[src/hw/sqgr_pkg.sv]
// Package: offsets, fields, reset values and states of the serial module global register bank
package sqgr_pkg;

	// Register byte offsets
	localparam logic [11:0] ModuleConfigOff   = 12'h800;
	localparam logic [11:0] ModuleTestOff     = 12'h802;
	localparam logic [11:0] IrqLevelOff       = 12'h804;
	localparam logic [11:0] IrqVectorOff      = 12'h805;
	localparam logic [11:0] PortDataOff       = 12'h815;
	localparam logic [11:0] PinAssignOff      = 12'h816;
	localparam logic [11:0] PortDirOff        = 12'h817;
	localparam logic [11:0] QueueStatusOff    = 12'h81e;

	// Module configuration fields
	localparam int StopBit         = 15;
	localparam int FreezeSelBit    = 14;
	localparam int SupvBit         = 7;
	localparam int ArbIdLsb        = 0;
	localparam logic [15:0] ModuleConfigRst = 16'h0080;
	localparam logic [15:0] ModuleConfigWMask = 16'hc08f;

	// Module test fields
	localparam int ScanSelBit      = 3;
	localparam int ScanEnBit       = 1;
	localparam logic [15:0] ModuleTestWMask = 16'h000a;

	// Level and vector fields
	localparam int LevelLsb        = 3;
	localparam logic [7:0] IrqLevelRst  = 8'h00;
	localparam logic [7:0] IrqVectorRst = 8'h0f;

	// Queue status / control fields (control bits in high byte, flags in low byte of status register)
	localparam int HaltReqBit      = 8;
	localparam int HaltFaultIeBit  = 9;
	localparam int DoneIeBit       = 10;
	localparam int SerialEnBit     = 11;
	localparam int DoneFlagBit     = 7;
	localparam int FaultFlagBit    = 6;
	localparam int HaltAckFlagBit  = 5;

	// Queue engine state
	typedef enum logic [1:0] {
		SqgrIdle = 2'b00,
		SqgrRun  = 2'b01,
		SqgrHalt = 2'b10
	} sqgr_eng_type;

endpackage

[src/hw/sqgr_read_reg.sv]
// Registered read-data return stage for the register bank
module sqgr_read_reg (
	// Clock and reset
	input  wire logic        core_clk,
	input  wire logic        rst_n,
	input  wire logic        clkEn,
	// Read data
	input  wire logic [15:0] rdIn,
	input  wire logic        loadEn,
	output logic      [15:0] rdOut
);

	typedef struct packed {
		logic [15:0] data;
	} sqgr_rd_type;

	sqgr_rd_type st_q;
	sqgr_rd_type st_d;

	always_comb begin
		st_d = st_q;
		if (loadEn) begin
			st_d.data = rdIn;
		end
	end

	always_ff @(posedge core_clk or negedge rst_n) begin
		if (!rst_n) begin
			st_q <= '0;
		end else if (clkEn) begin
			st_q <= st_d;
		end
	end

	assign rdOut = st_q.data;

endmodule // sqgr_read_reg

[src/hw/sqgr_regs.sv]
// Global configuration, test and interrupt register bank of the serial module
//////////////////////////////////////////////////////////////////////////////////////////////////
// Behaviour
// - Idle after reset until enable bit set
// - Config register writable in supervisor mode only
// - Stop bit gates module clock
// - Stopped: only config readable, writes still work
// - Stop cleared by write or reset
// - Freeze select halts on transfer boundary
// - Freeze holds pins, resumes automatically
// - Supervisor-only select: user access unacknowledged
// - Otherwise acknowledged; restricted register unimplemented
// - Arbitration ID zero skips acknowledge arbitration
// - Test register only in test mode
// - Level register supervisor only
// - Level field sets priority, zero disables
// - Vector resets to 0x0f until written
// - Acknowledge drives vector 7:1, bit0 high
// - Vector bit0 write ignored, reads one
// - Done and halt/fault flags raise requests
module sqgr_regs (
	// Clock, reset, enable
	input  wire logic        core_clk,
	input  wire logic        rst_n,
	input  wire logic        clkEn,
	// Intermodule bus slave
	input  wire logic        busValid,
	input  wire logic        busWrite,
	input  wire logic        busSuper,
	input  wire logic [11:0] busAddr,
	input  wire logic [15:0] busWdata,
	input  wire logic [1:0]  busByteEn,
	output logic             addressAck,
	output logic             busErr,
	output logic      [15:0] busRdata,
	// Acknowledge cycle and system signals
	input  wire logic        ackCycle,
	input  wire logic [2:0]  ackLevel,
	input  wire logic        freezeIn,
	input  wire logic        testMode,
	// Serial engine events
	input  wire logic        xferBoundary,
	input  wire logic        queueDone,
	input  wire logic        modeFault,
	// Block outputs
	output logic             moduleClkEn,
	output logic             engineRun,
	output logic             pinHold,
	output logic      [2:0]  irqLevel,
	output logic             arbRequest,
	output logic      [3:0]  arbId,
	output logic      [7:0]  ackVector,
	output logic             scanEnable,
	output logic             scanSelect
);

	typedef struct packed {
		logic [15:0]              cfg;
		logic [15:0]              tst;
		logic [7:0]               lvl;
		logic [7:0]               vec;
		logic [7:0]               pdat;
		logic [7:0]               pasg;
		logic [7:0]               pdir;
		logic [3:0]               ctl;
		logic                     doneF;
		logic                     faultF;
		logic                     haltAckF;
		sqgr_pkg::sqgr_eng_type   eng;
		logic [1:0]               frz;
		logic                     ack;
		logic                     err;
		logic                     rdLoad;
		logic                     modClk;
		logic                     run;
		logic                     hold;
		logic                     irq;
		logic [7:0]               vecOut;
	} sqgr_state_type;

	sqgr_state_type st_q;
	sqgr_state_type st_d;
	logic [15:0]    rdNext;
	logic [15:0]    rdData;

	//////////////////////////////////////////////////////////////////////////////////////////
	// Byte-lane merge, used for the config and test registers
	function automatic logic [15:0] mergeWr(input logic [15:0] old, input logic [15:0] wd,
		input logic [1:0] be, input logic [15:0] msk);
		logic [15:0] lane;
		lane = {{8{be[1]}}, {8{be[0]}}} & msk;
		return (old & ~lane) | (wd & lane);
	endfunction

	//////////////////////////////////////////////////////////////////////////////////////////
	always_comb begin
		logic supvOnly;
		logic stopped;
		logic userDeny;
		logic hit;
		logic wr;
		logic rd;
		logic frzHalt;
		logic haltWant;
		logic [15:0] w;
		supvOnly = st_q.cfg[sqgr_pkg::SupvBit];
		stopped  = st_q.cfg[sqgr_pkg::StopBit];
		frzHalt  = st_q.frz[1] & st_q.cfg[sqgr_pkg::FreezeSelBit];
		haltWant = st_q.ctl[sqgr_pkg::HaltReqBit - 8] | frzHalt;
		wr = 1'b0;
		rd = 1'b0;
		st_d = st_q;
		// Freeze pin is asynchronous: only the second stage is read
		st_d.frz = {st_q.frz[0], freezeIn};
		rdNext = 16'h0000;
		hit = 1'b1;
		userDeny = 1'b0;
		st_d.ack = 1'b0;
		st_d.err = 1'b0;
		st_d.rdLoad = 1'b0;
		w = busWdata;
		// Word-aligned reads see the odd byte in the low lane
		unique case (busAddr)
			sqgr_pkg::ModuleConfigOff: begin
				rdNext = st_q.cfg;
				userDeny = !busSuper;
			end
			sqgr_pkg::ModuleTestOff: begin
				rdNext = st_q.tst;
				hit = testMode;
			end
			sqgr_pkg::IrqLevelOff: begin
				rdNext = {st_q.lvl, st_q.vec | 8'h01};
				userDeny = !busSuper;
			end
			sqgr_pkg::IrqVectorOff: begin
				rdNext = {8'h00, st_q.vec | 8'h01};
				userDeny = !busSuper;
			end
			sqgr_pkg::PortDataOff: rdNext = {8'h00, st_q.pdat};
			sqgr_pkg::PinAssignOff: rdNext = {st_q.pasg, st_q.pdir};
			sqgr_pkg::PortDirOff: rdNext = {8'h00, st_q.pdir};
			sqgr_pkg::QueueStatusOff: begin
				rdNext = {4'h0, st_q.ctl, st_q.doneF, st_q.faultF, st_q.haltAckF, 5'h00};
			end
			default: hit = 1'b0;
		endcase
		// Stop: only config stays readable
		if (stopped && busAddr != sqgr_pkg::ModuleConfigOff) begin
			rdNext = 16'h0000;
		end
		if (busValid) begin
			if (supvOnly && !busSuper) begin
				st_d.ack = 1'b0;
			end else if (!hit || userDeny) begin
				st_d.ack = 1'b1;
				st_d.err = 1'b1;
			end else begin
				st_d.ack = 1'b1;
				wr = busWrite;
				rd = !busWrite;
			end
		end
		st_d.rdLoad = rd;
		// Writes land even while stopped
		if (wr) begin
			unique case (busAddr)
				sqgr_pkg::ModuleConfigOff: st_d.cfg = mergeWr(st_q.cfg, w, busByteEn,
					sqgr_pkg::ModuleConfigWMask);
				sqgr_pkg::ModuleTestOff: st_d.tst = mergeWr(st_q.tst, w, busByteEn,
					sqgr_pkg::ModuleTestWMask);
				sqgr_pkg::IrqLevelOff: begin
					if (busByteEn[1]) begin
						st_d.lvl = {2'h0, w[13:11], 3'h0};
					end
					if (busByteEn[0]) begin
						st_d.vec = {w[7:1], 1'b1};
					end
				end
				sqgr_pkg::IrqVectorOff: st_d.vec = {w[7:1], 1'b1};
				sqgr_pkg::PortDataOff: st_d.pdat = {3'h0, w[4:0]};
				sqgr_pkg::PinAssignOff: st_d.pasg = {3'h0, w[12:11], 1'b0, w[9:8]};
				sqgr_pkg::PortDirOff: st_d.pdir = {3'h0, w[4:0]};
				sqgr_pkg::QueueStatusOff: st_d.ctl = w[11:8];
				default: st_d.cfg = st_q.cfg;
			endcase
		end
		// Engine: idle until enabled, halts on boundary
		unique case (st_q.eng)
			sqgr_pkg::SqgrIdle: begin
				if (st_q.ctl[sqgr_pkg::SerialEnBit - 8]) begin
					st_d.eng = sqgr_pkg::SqgrRun;
				end
			end
			sqgr_pkg::SqgrRun: begin
				if (!st_q.ctl[sqgr_pkg::SerialEnBit - 8]) begin
					st_d.eng = sqgr_pkg::SqgrIdle;
				end else if (haltWant && xferBoundary) begin
					st_d.eng = sqgr_pkg::SqgrHalt;
				end
			end
			sqgr_pkg::SqgrHalt: begin
				// Disabling while halted must not resume the queue
				if (!st_q.ctl[sqgr_pkg::SerialEnBit - 8]) begin
					st_d.eng = sqgr_pkg::SqgrIdle;
				end else if (!haltWant) begin
					st_d.eng = sqgr_pkg::SqgrRun;
				end
			end
			default: st_d.eng = sqgr_pkg::SqgrIdle;
		endcase
		// Flags: set wins over a clearing write of zero
		if (wr && busAddr == sqgr_pkg::QueueStatusOff && busByteEn[0]) begin
			st_d.doneF = st_q.doneF & w[sqgr_pkg::DoneFlagBit];
			st_d.faultF = st_q.faultF & w[sqgr_pkg::FaultFlagBit];
		end
		if (queueDone && st_q.eng == sqgr_pkg::SqgrRun) begin
			st_d.doneF = 1'b1;
		end
		if (modeFault) begin
			st_d.faultF = 1'b1;
		end
		st_d.haltAckF = (st_d.eng == sqgr_pkg::SqgrHalt);
		st_d.modClk = !st_d.cfg[sqgr_pkg::StopBit];
		st_d.run = (st_d.eng == sqgr_pkg::SqgrRun);
		st_d.hold = (st_d.eng == sqgr_pkg::SqgrHalt);
		st_d.irq = (st_d.lvl[5:3] != 3'h0) && (st_d.cfg[3:0] != 4'h0) &&
			((st_d.doneF && st_d.ctl[sqgr_pkg::DoneIeBit - 8]) ||
			((st_d.haltAckF || st_d.faultF) && st_d.ctl[sqgr_pkg::HaltFaultIeBit - 8]));
		st_d.vecOut = 8'h00;
		if (ackCycle && ackLevel == st_q.lvl[5:3] && st_q.cfg[3:0] != 4'h0 && st_q.irq) begin
			st_d.vecOut = {st_q.vec[7:1], 1'b1};
		end
	end

	//////////////////////////////////////////////////////////////////////////////////////////
	always_ff @(posedge core_clk or negedge rst_n) begin
		if (!rst_n) begin
			st_q <= '0;
			st_q.cfg <= sqgr_pkg::ModuleConfigRst;
			st_q.lvl <= sqgr_pkg::IrqLevelRst;
			st_q.vec <= sqgr_pkg::IrqVectorRst;
			st_q.modClk <= 1'b1;
			st_q.eng <= sqgr_pkg::SqgrIdle;
		end else if (clkEn) begin
			st_q <= st_d;
		end
	end

	sqgr_read_reg readStage (
		.core_clk (core_clk),
		.rst_n    (rst_n),
		.clkEn    (clkEn),
		.rdIn     (rdNext),
		.loadEn   (st_d.rdLoad),
		.rdOut    (rdData)
	);

	assign addressAck  = st_q.ack;
	assign busErr      = st_q.err;
	assign busRdata    = rdData;
	assign moduleClkEn = st_q.modClk;
	assign engineRun   = st_q.run;
	assign pinHold     = st_q.hold;
	assign irqLevel    = st_q.lvl[5:3];
	assign arbRequest  = st_q.irq;
	assign arbId       = st_q.cfg[3:0];
	assign ackVector   = st_q.vecOut;
	assign scanEnable  = st_q.tst[sqgr_pkg::ScanEnBit];
	assign scanSelect  = st_q.tst[sqgr_pkg::ScanSelBit];

	//////////////////////////////////////////////////////////////////////////////////////////
	stop_gate_a: assert property (@(posedge core_clk) disable iff (!rst_n)
		moduleClkEn == !st_q.cfg[sqgr_pkg::StopBit])
		else $error("module clock enable disagrees with stop bit");
	lvl_protect_a: assert property (@(posedge core_clk) disable iff (!rst_n)
		(clkEn && busValid && !busSuper && busAddr == sqgr_pkg::IrqLevelOff)
		|=> $stable(st_q.lvl))
		else $error("user write changed interrupt level");
	user_noack_a: assert property (@(posedge core_clk) disable iff (!rst_n)
		(clkEn && busValid && !busSuper && st_q.cfg[7]) |=> !addressAck)
		else $error("user access acknowledged while supervisor only");
	user_ack_a: assert property (@(posedge core_clk) disable iff (!rst_n)
		(clkEn && busValid && !busSuper && !st_q.cfg[7]) |=> addressAck)
		else $error("user access not acknowledged");
	cfg_protect_a: assert property (@(posedge core_clk) disable iff (!rst_n)
		(clkEn && busValid && !busSuper && busAddr == 12'h800) |=> $stable(st_q.cfg))
		else $error("user write changed config");
	vec_bit0_a: assert property (@(posedge core_clk) disable iff (!rst_n)
		st_q.vec[0]) else $error("vector bit zero not one");
	ack_vector_a: assert property (@(posedge core_clk) disable iff (!rst_n)
		ackVector != 8'h00 |-> ackVector[0] && ackVector[7:1] == $past(st_q.vec[7:1]))
		else $error("acknowledge vector wrong");
	arb_zero_a: assert property (@(posedge core_clk) disable iff (!rst_n)
		arbId == 4'h0 |-> !arbRequest) else $error("arbitrating with id zero");
	freeze_halt_a: assert property (@(posedge core_clk) disable iff (!rst_n)
		(clkEn && !st_q.cfg[14] && !st_q.ctl[0] && st_q.eng == sqgr_pkg::SqgrRun
		&& st_q.ctl[3]) |=> st_q.eng != sqgr_pkg::SqgrHalt)
		else $error("halted without request");
	level_zero_a: assert property (@(posedge core_clk) disable iff (!rst_n)
		irqLevel == 3'h0 |-> !st_q.irq) else $error("request at level zero");
	test_gate_a: assert property (@(posedge core_clk) disable iff (!rst_n)
		(clkEn && !testMode && busAddr == 12'h802) |=> $stable(st_q.tst))
		else $error("test register written outside test mode");
	idle_reset_a: assert property (@(posedge core_clk) disable iff (!rst_n)
		!st_q.ctl[3] && clkEn |=> !engineRun) else $error("engine ran while disabled");

endmodule // sqgr_regs

[config.mk]
export PLATFORM = sky130hd
export DESIGN_NAME = sqgr_regs
export DESIGN_NICKNAME = d
export VERILOG_FILES = /design/src/hw/sqgr_pkg.sv /design/src/hw/sqgr_read_reg.sv /design/src/hw/sqgr_regs.sv
export SDC_FILE = /design/constraint.sdc
export NUM_CORES = 1
export LEC_CHECK = 0
export ABC_AREA = 1
export BUFFER_PORTS_ARGS = -buffer_cell sky130_fd_sc_hd__buf_2
export CAP_MARGIN = 15
export CORE_MARGIN = 4
export CORE_UTILIZATION = 35
export DETAILED_ROUTE_END_ITERATION = 8
export PLACE_DENSITY_LB_ADDON = 0.2
export RECOVER_POWER = 50
export SLEW_MARGIN = 20
export SYNTH_ARGS = -nofsm -noshare
export SYNTH_HDL_FRONTEND = slang
export SYNTH_SLANG_ARGS = --single-unit
[constraint.sdc]
create_clock -name core_clk -period 4.4 [get_ports core_clk]
set_clock_uncertainty 0.2 [all_clocks]
set_input_delay 0.22 -clock core_clk [delete_from_list [all_inputs] [get_ports core_clk]]
set_output_delay 0.22 -clock core_clk [all_outputs]
set_load 0.02 [all_outputs]
# Word level (Yosys, flattened, before mapping)
# Cells that the tools add are included.
totals:
  inputBits: 45
  ff_bits: 97
classes:
  muxes: 35
  eq_ne: 15
  n_reduce_logical: 35
  bitwise_logic: 12
op_table:
  columns: ["operator", "n"]
  rows:
  - ["16-bit case mux with 8 select lines", 1]
  - ["12-bit equality test (second input constant)", 8]
  - ["76-bit 2-to-1 mux", 1]
  - ["16-bit bitwise AND", 3]
  - ["16-bit 2-to-1 mux", 3]
  - ["16-bit OR", 2]
  - ["8-bit 2-to-1 mux", 3]
  - ["3-bit AND reduction", 6]
  - ["16-bit by 4-bit bitwise AND with 16-bit output", 1]
  - ["16-bit NOT", 1]
  - ["4-bit NOT with 16-bit output", 1]
  - ["8-bit case mux with 2 select lines", 1]
  - ["5-bit 2-to-1 mux", 3]
  - ["2-bit 2-to-1 mux", 7]
  - ["1-bit logical AND", 13]
  - ["1-bit 2-to-1 mux", 12]
  - ["12-bit inequality test (second input constant)", 1]
  - ["4-bit nonzero test", 2]
  - ["7-bit OR reduction", 1]
  - ["6-bit 2-to-1 mux", 1]
  - ["2-bit case mux with 3 select lines", 1]
  - ["2-bit by 1-bit equality test with 1-bit output (second input constant)", 2]
  - ["2-bit equality test (second input constant)", 2]
  - ["1-bit logical NOT", 4]
  - ["13 further kinds", 17]

# Depth between registers and ports, before layout
logic_depth:
  depth_word: 16
  depth_mapped: 17

# Cells and area by module
# Synthesis repeated with hierarchy kept, for this count alone.
unflattened:
  hier_cells: 480
  hier_area_um2: 3867.5
by_module_without_submodules:
  columns: ["module", "cells_per_inst", "instances", "area_each_um2"]
  rows:
  - ["sqgr_regs", 410, 1, 3176.8]
  - ["sqgr_read_reg", 70, 1, 690.7]

# Worst setup path before layout
# No wires, ideal clock.
synth_timing:
  path_type: "input to register"
  start: "input port busAddr[7]"
  end: "register st_q, in the netlist arbRequest"
  setup_time_ps: 116
  cell_stages: 16
  arrival_time_ps: 1567
  setup_slack_ps: 2516
  cell_sequence: "nor2_2 -> nand2_1 -> nor2_4 -> o21ai_4 -> nand2_2 -> inv_2 -> nand2_2 -> nand3_4 -> nor2_4 -> nand3_1 -> nand2_1 -> nand3_1 -> nand2_1 -> nand2_1 -> nand2_1 -> nand2_1"
synth_between:
  elab_chain_cells: 16
synth_rtl:
  columns: ["item", "line_no", "source"]
  rows:
  - ["from (decl)", "sqgr_regs.sv:30", "input wire logic [11:0] busAddr,"]
  - ["12-bit equality test, on equally long branches", "sqgr_regs.sv:123, sqgr_regs.sv:167, sqgr_regs.sv:213", null]
  - ["7-bit OR reduction (no line)", null, null]
  - ["1-bit case mux with 2 select lines", "sqgr_regs.sv:123", "unique case (busAddr)"]
  - ["1-bit logical NOT", "sqgr_regs.sv:155", "end else if (!hit || userDeny) begin"]
  - ["1-bit logical OR", "sqgr_regs.sv:155", null]
  - ["1-bit 2-to-1 mux", "sqgr_regs.sv:155", null]
  - ["1-bit 2-to-1 mux", "sqgr_regs.sv:153", "if (supvOnly && !busSuper) begin"]
  - ["1-bit 2-to-1 mux", "sqgr_regs.sv:152", "if (busValid) begin"]
  - ["1-bit logical AND (2 in series)", "sqgr_regs.sv:213", "if (wr && busAddr == sqgr_pkg::QueueStatusOff && busByteEn[0]) begin"]
  - ["2-bit 2-to-1 mux", "sqgr_regs.sv:213", null]
  - ["1-bit 2-to-1 mux", "sqgr_regs.sv:220", "if (modeFault) begin"]
  - ["1-bit logical OR", "sqgr_regs.sv:229", "((st_d.haltAckF || st_d.faultF) && st_d.ctl[sqgr_pkg::HaltFaultIeBit - 8]));"]
  - ["1-bit logical AND", "sqgr_regs.sv:229", null]
  - ["1-bit logical OR", "sqgr_regs.sv:228", "((st_d.doneF && st_d.ctl[sqgr_pkg::DoneIeBit - 8]) ||"]
  - ["1-bit logical AND *", "sqgr_regs.sv:227", "st_d.irq = (st_d.lvl[5:3] != 3'h0) && (st_d.cfg[3:0] != 4'h0) &&"]
  - ["to (signal assigned)", "sqgr_regs.sv:246", "st_q <= st_d;"]
  - ["to (decl)", "sqgr_regs.sv:81", "sqgr_state_type st_q;"]
# Mark *: on every way between the ends. The rest lies on a longest branch, timed or not.
# A chain may end at the register's enable or synchronous reset.

# Worst setup path in the final report
layout_timing:
  start: "input port clkEn"
  end: "register st_q[55] (netlist name)"
layout_between:
  elab_chain_cells: 1
layout_rtl:
  columns: ["item", "line_no", "source"]
  rows:
  - ["from (decl)", "sqgr_regs.sv:25", "input wire logic clkEn,"]
  - ["4-bit AND reduction (no line)", null, null]
# No other way between the ends.

==> impl_metrics.py <==
metrics = {
    "global_route": {
        "grt_pass1_wl_um": 17410,
        "grt_overflow": 0,
        "grt_max_degree": 42,
        "grt_pass1_vias": 3350,
        "grt_usage": 0.1735,
        "antenna_found_initial": 0,
    },
    "die": {
        "core.rowCount": 37,
        "die-area_mm2": 0.01258,
        "ios": 84,
        "initial_utilization": 0.3628,
        "chipWidth_um": 112.1,
        "die_h_um": 112.1,
        "core-area_mm2": 0.01046,
    },
    "yosys": {
        "ys_async_sr_fraction": 1.000,
        "synth_compound_area_frac": 0.1562,
        "synth_ff_type": "dfrtp_1",
        "mappedNetlistArea_mm2": 0.003796,
        "synth_top_family_by_area": "simple AND/OR/NAND/NOR gates",
        "yosys.cell_types.count": 43,
        "yosysWarnings": 0,
        "ys_seq_area_frac": 0.4829,
        "synth_simple_gate_area_frac": 0.2439,
        "ys_ff_latch": 73,
        "syn-mean-instance-area_um2": 8.077,
        "netlist_instances": 470,
        "synthAdderAreaFrac": 0,
        "synthXorXnorAreaFrac": 0.006922,
        "synth_edf_count": 0,
        "syn_nets": 515,
        "synth.mux.area_fraction": 0.006922,
    },
    "routing": {
        "wl_met2_um": 4962,
        "dr.pass1.iters": 4,
        "totalWireLength_um": 10950,
        "routedWlPerCell_um": 15.66,
        "highest_layer": "met4",
        "drtIter0Drc": 175,
        "vias": 3387,
        "met1_length_um": 5221,
        "ant_nets": 0,
        "vias_per_cell": 4.845,
        "route.detailed.drc": 0,
        "dr_wl_met3_um": 596,
    },
    "critical_path": {
        "cp-start-kind": "input port",
        "critical_path_arrival_ps": 3030,
        "slowest_delay_ps": 710,
        "path_max_fanout": 23,
        "regToRegSetupSlack_ps": 1780,
        "r2r.worst_path.cells": 7,
        "end_kind": "flip-flop",
        "r2r_end": "st_q[55]$_DFFE_PN0P_",
        "cpMaxStageDelayCell": "clkbuf_1",
        "critPathKind": "in -> reg",
        "path_cells": "clkbuf_1, clkinv_1, clkbuf_1, nor2_1, nand2_1, mux2_4",
        "crit_top_cell": "clkbuf_1",
        "required_ps": 4440,
    },
    "finish": {
        "drive_above_1_share": 0.1616,
        "antenna-diode-count": 0,
        "final_util": 0.4328,
        "fillCellCount": 1100,
        "syn2layout_area_growth_pct": 19.28,
        "final_nets": 604,
        "finalNonFillerCells": 699,
    },
    "status": {
        "run_status": "finished, violations left",
        "violations": "max-capacitance violations, max-slew violations",
    },
    "hold_path": {
        "holdCritStartpoint": "busWdata[11]",
        "hold_class": "in -> reg",
        "holdPathStages": 3,
        "hold_path_end": "st_q[25]$_DFFE_PN0P_",
    },
    "job": {
        "drv_cap": 1,
    },
    "placed_design": {
        "gp_congestion": 0.9174,
        "dp_cells": 670,
        "post-place-ws_ps": 1919,
        "io_buffer_count": 83,
        "dp_hpwl_um": 8425,
    },
    "clock_network": {
        "post_cts_buffers": 0,
        "root_buffer": "clkbuf_8",
        "cts_buffer_depth": 2,
        "cts_sinks": 73,
        "cts_tree": "yes",
        "cts.clk_slew.worst_paths_ps": 80,
        "htreeDepth": 3,
        "numCtsBuffers": 9,
        "clk_latency_ps": 340,
    },
    "sta": {
        "setup_slack_ps": 1412,
        "rsz0062_at_grt": "no",
        "setup_violations": 0,
        "final_max_slew_viol_count": 34,
        "relSlewSlack": -0.2140,
        "fmax_ghz": 0.3346,
        "min_period_ps": 2988,
        "setup_tns_ps": 0,
        "finalHoldViolations": 0,
        "period_share": 0.6792,
        "tightest_slew_ps": 1821,
    },
    "power_and_ir_drop": {
        "power.density_mw_per_mm2": 317.9,
        "cellLeakagePower_nw": 2.064,
        "peakVddDrop_mv": 0.1697,
        "finalPower_mw": 1.440,
    },
}
-- cells by family (layout without fill, tap and decap cells) --
kind of cell | count (synthesis) | count (layout)
and+or+nand+nor | 201 | 201
muxes | 2 | 2
DFF | 73 | 73
buffers and inverters | 88 | 181
xor gates and xnor gates | 3 | 3
AOI/OAI and AO/OA | 103 | 103
-- cell type report --
| cell class | instances | area [µm²] | area share |
|---|---|---|---|
| well taps | 136 | 170.2 | 0.03758 |
| flip-flops and latches | 73 | 1833 | 0.4048 |
| clock inverters | 6 | 107.6 | 0.02376 |
| inverters | 67 | 252.7 | 0.05582 |
| repair buffers | 99 | 515.5 | 0.1138 |
| multi-input cells | 309 | 1525 | 0.3368 |
| clock buffers | 9 | 123.9 | 0.02736 |
-- sequential cells by signal (all words and copies together) (netlist names), named ones only --
signal,flops
addressAck,1
readStage.rdOut,16
busErr,1
ackVector,8
arbRequest,1
arbId,4
engineRun,1
pinHold,1
moduleClkEn,1
st_q,31
st_d,1
irqLevel,3
-- Yosys cell counts, types with 3 or more instances --
library cell	n	area (µm²)
o2111ai_1	3	26.28
inv_1	63	236.5
o21ai_1	13	65.06
dfrtp_1	68	1702
nor2_2	6	37.54
nand2_2	9	56.30
a31oi_1	3	18.77
buf_2	3	15.01
nand4_1	4	25.02
nor2_1	29	108.9
nand2_1	123	461.7
o31ai_1	4	30.03
nor2_4	4	45.04
buf_4	15	112.6
clkbuf_1	3	11.26
nand3_1	15	75.07
dfstp_2	5	131.4
a21oi_1	5	25.02
nor3_1	3	15.01
o21ai_0	63	315.3
-- placed cells by master, fill, tap and decap left out, drive strengths merged, types with 2 or more instances in the layout --
| cell | synthesis | final |
|---|---|---|
| o21ai | 77 | 77 |
| nand3 | 18 | 18 |
| nor3 | 3 | 3 |
| nand2 | 133 | 133 |
| buf | 18 | 43 |
| mux2 | 2 | 2 |
| a31oi | 3 | 3 |
| clkinv | 2 | 4 |
| xnor2 | 2 | 2 |
| dlygate4sd3 | 0 | 14 |
| dfrtp | 68 | 68 |
| o22ai | 2 | 2 |
| nand4 | 5 | 5 |
| a221oi | 2 | 2 |
| nor2 | 40 | 40 |
| clkbuf | 3 | 51 |
| o211ai | 2 | 2 |
| bufinv | 0 | 3 |
| a21oi | 5 | 5 |
| o31ai | 4 | 4 |
| o2111ai | 3 | 3 |
| dfstp | 5 | 5 |
| inv | 65 | 65 |
-- worst max-delay path, delay by kind of cell --
kind / cells / cell delay, ps
muxes: 1 / 410
and+or+nand+nor: 2 / 1030
buffers and inverters: 3 / 1350
-- layer usage --
| layer | global-route usage | vias up |
|---|---|---|
| li1 | - | 1687 |
| met1 | 0.2456 | 1588 |
| met2 | 0.2733 | 97 |
| met3 | 0.03127 | 15 |
| met4 | 0.04888 | 0 |
| met5 | 0 | - |
-- metrics by stage --
| step | hold slack, ps | cell area, µm² |
|---|---|---|
| floorplan | -275.6 | 3796 |
| CTS | 0.2232 | 4619 |
| global placement | 131.6 | 4258 |
| global route | 11.08 | 4528 |
| finish | 3.321 | 4528 |
| detailed placement | 139.5 | 4258 |
-- worst max path at each step --
stage                           from                        endpoint  slack [ps]  depth (start not counted)
after detailed placement  busAddr[0]  readStage.rdOut[7]$_DFFE_PN0P_        1920                          8
after global routing           clkEn            st_q[55]$_DFFE_PN0P_        1110                          6
after global placement    busAddr[0]  readStage.rdOut[7]$_DFFE_PN0P_        2000                          8
after CTS                 busAddr[0]  readStage.rdOut[7]$_DFFE_PN0P_        2260                          8
after floorplan           busAddr[7]          arbRequest$_DFFE_PN0P_        2520                         16
final                          clkEn            st_q[55]$_DFFE_PN0P_        1410                          6
-- what timing repair did --
item / in CTS / in global routing
hold buffers: 13 / 1
endpoints found under the setup margin: 0 / 0
gates resized for setup: 0 / 0
endpoints found under the hold margin: 48 / 1
-- power breakdown --
| group | internal, mW | switching [mW] | total (mW) |
|---|---|---|---|
| Combinational | 0.0450 | 0.0822 | 0.127 |
| Clock | 0.372 | 0.246 | 0.617 |
| Sequential | 0.684 | 0.0109 | 0.695 |
| Total | 1.10 | 0.339 | 1.44 |
(Power assumes the default switching activity.)
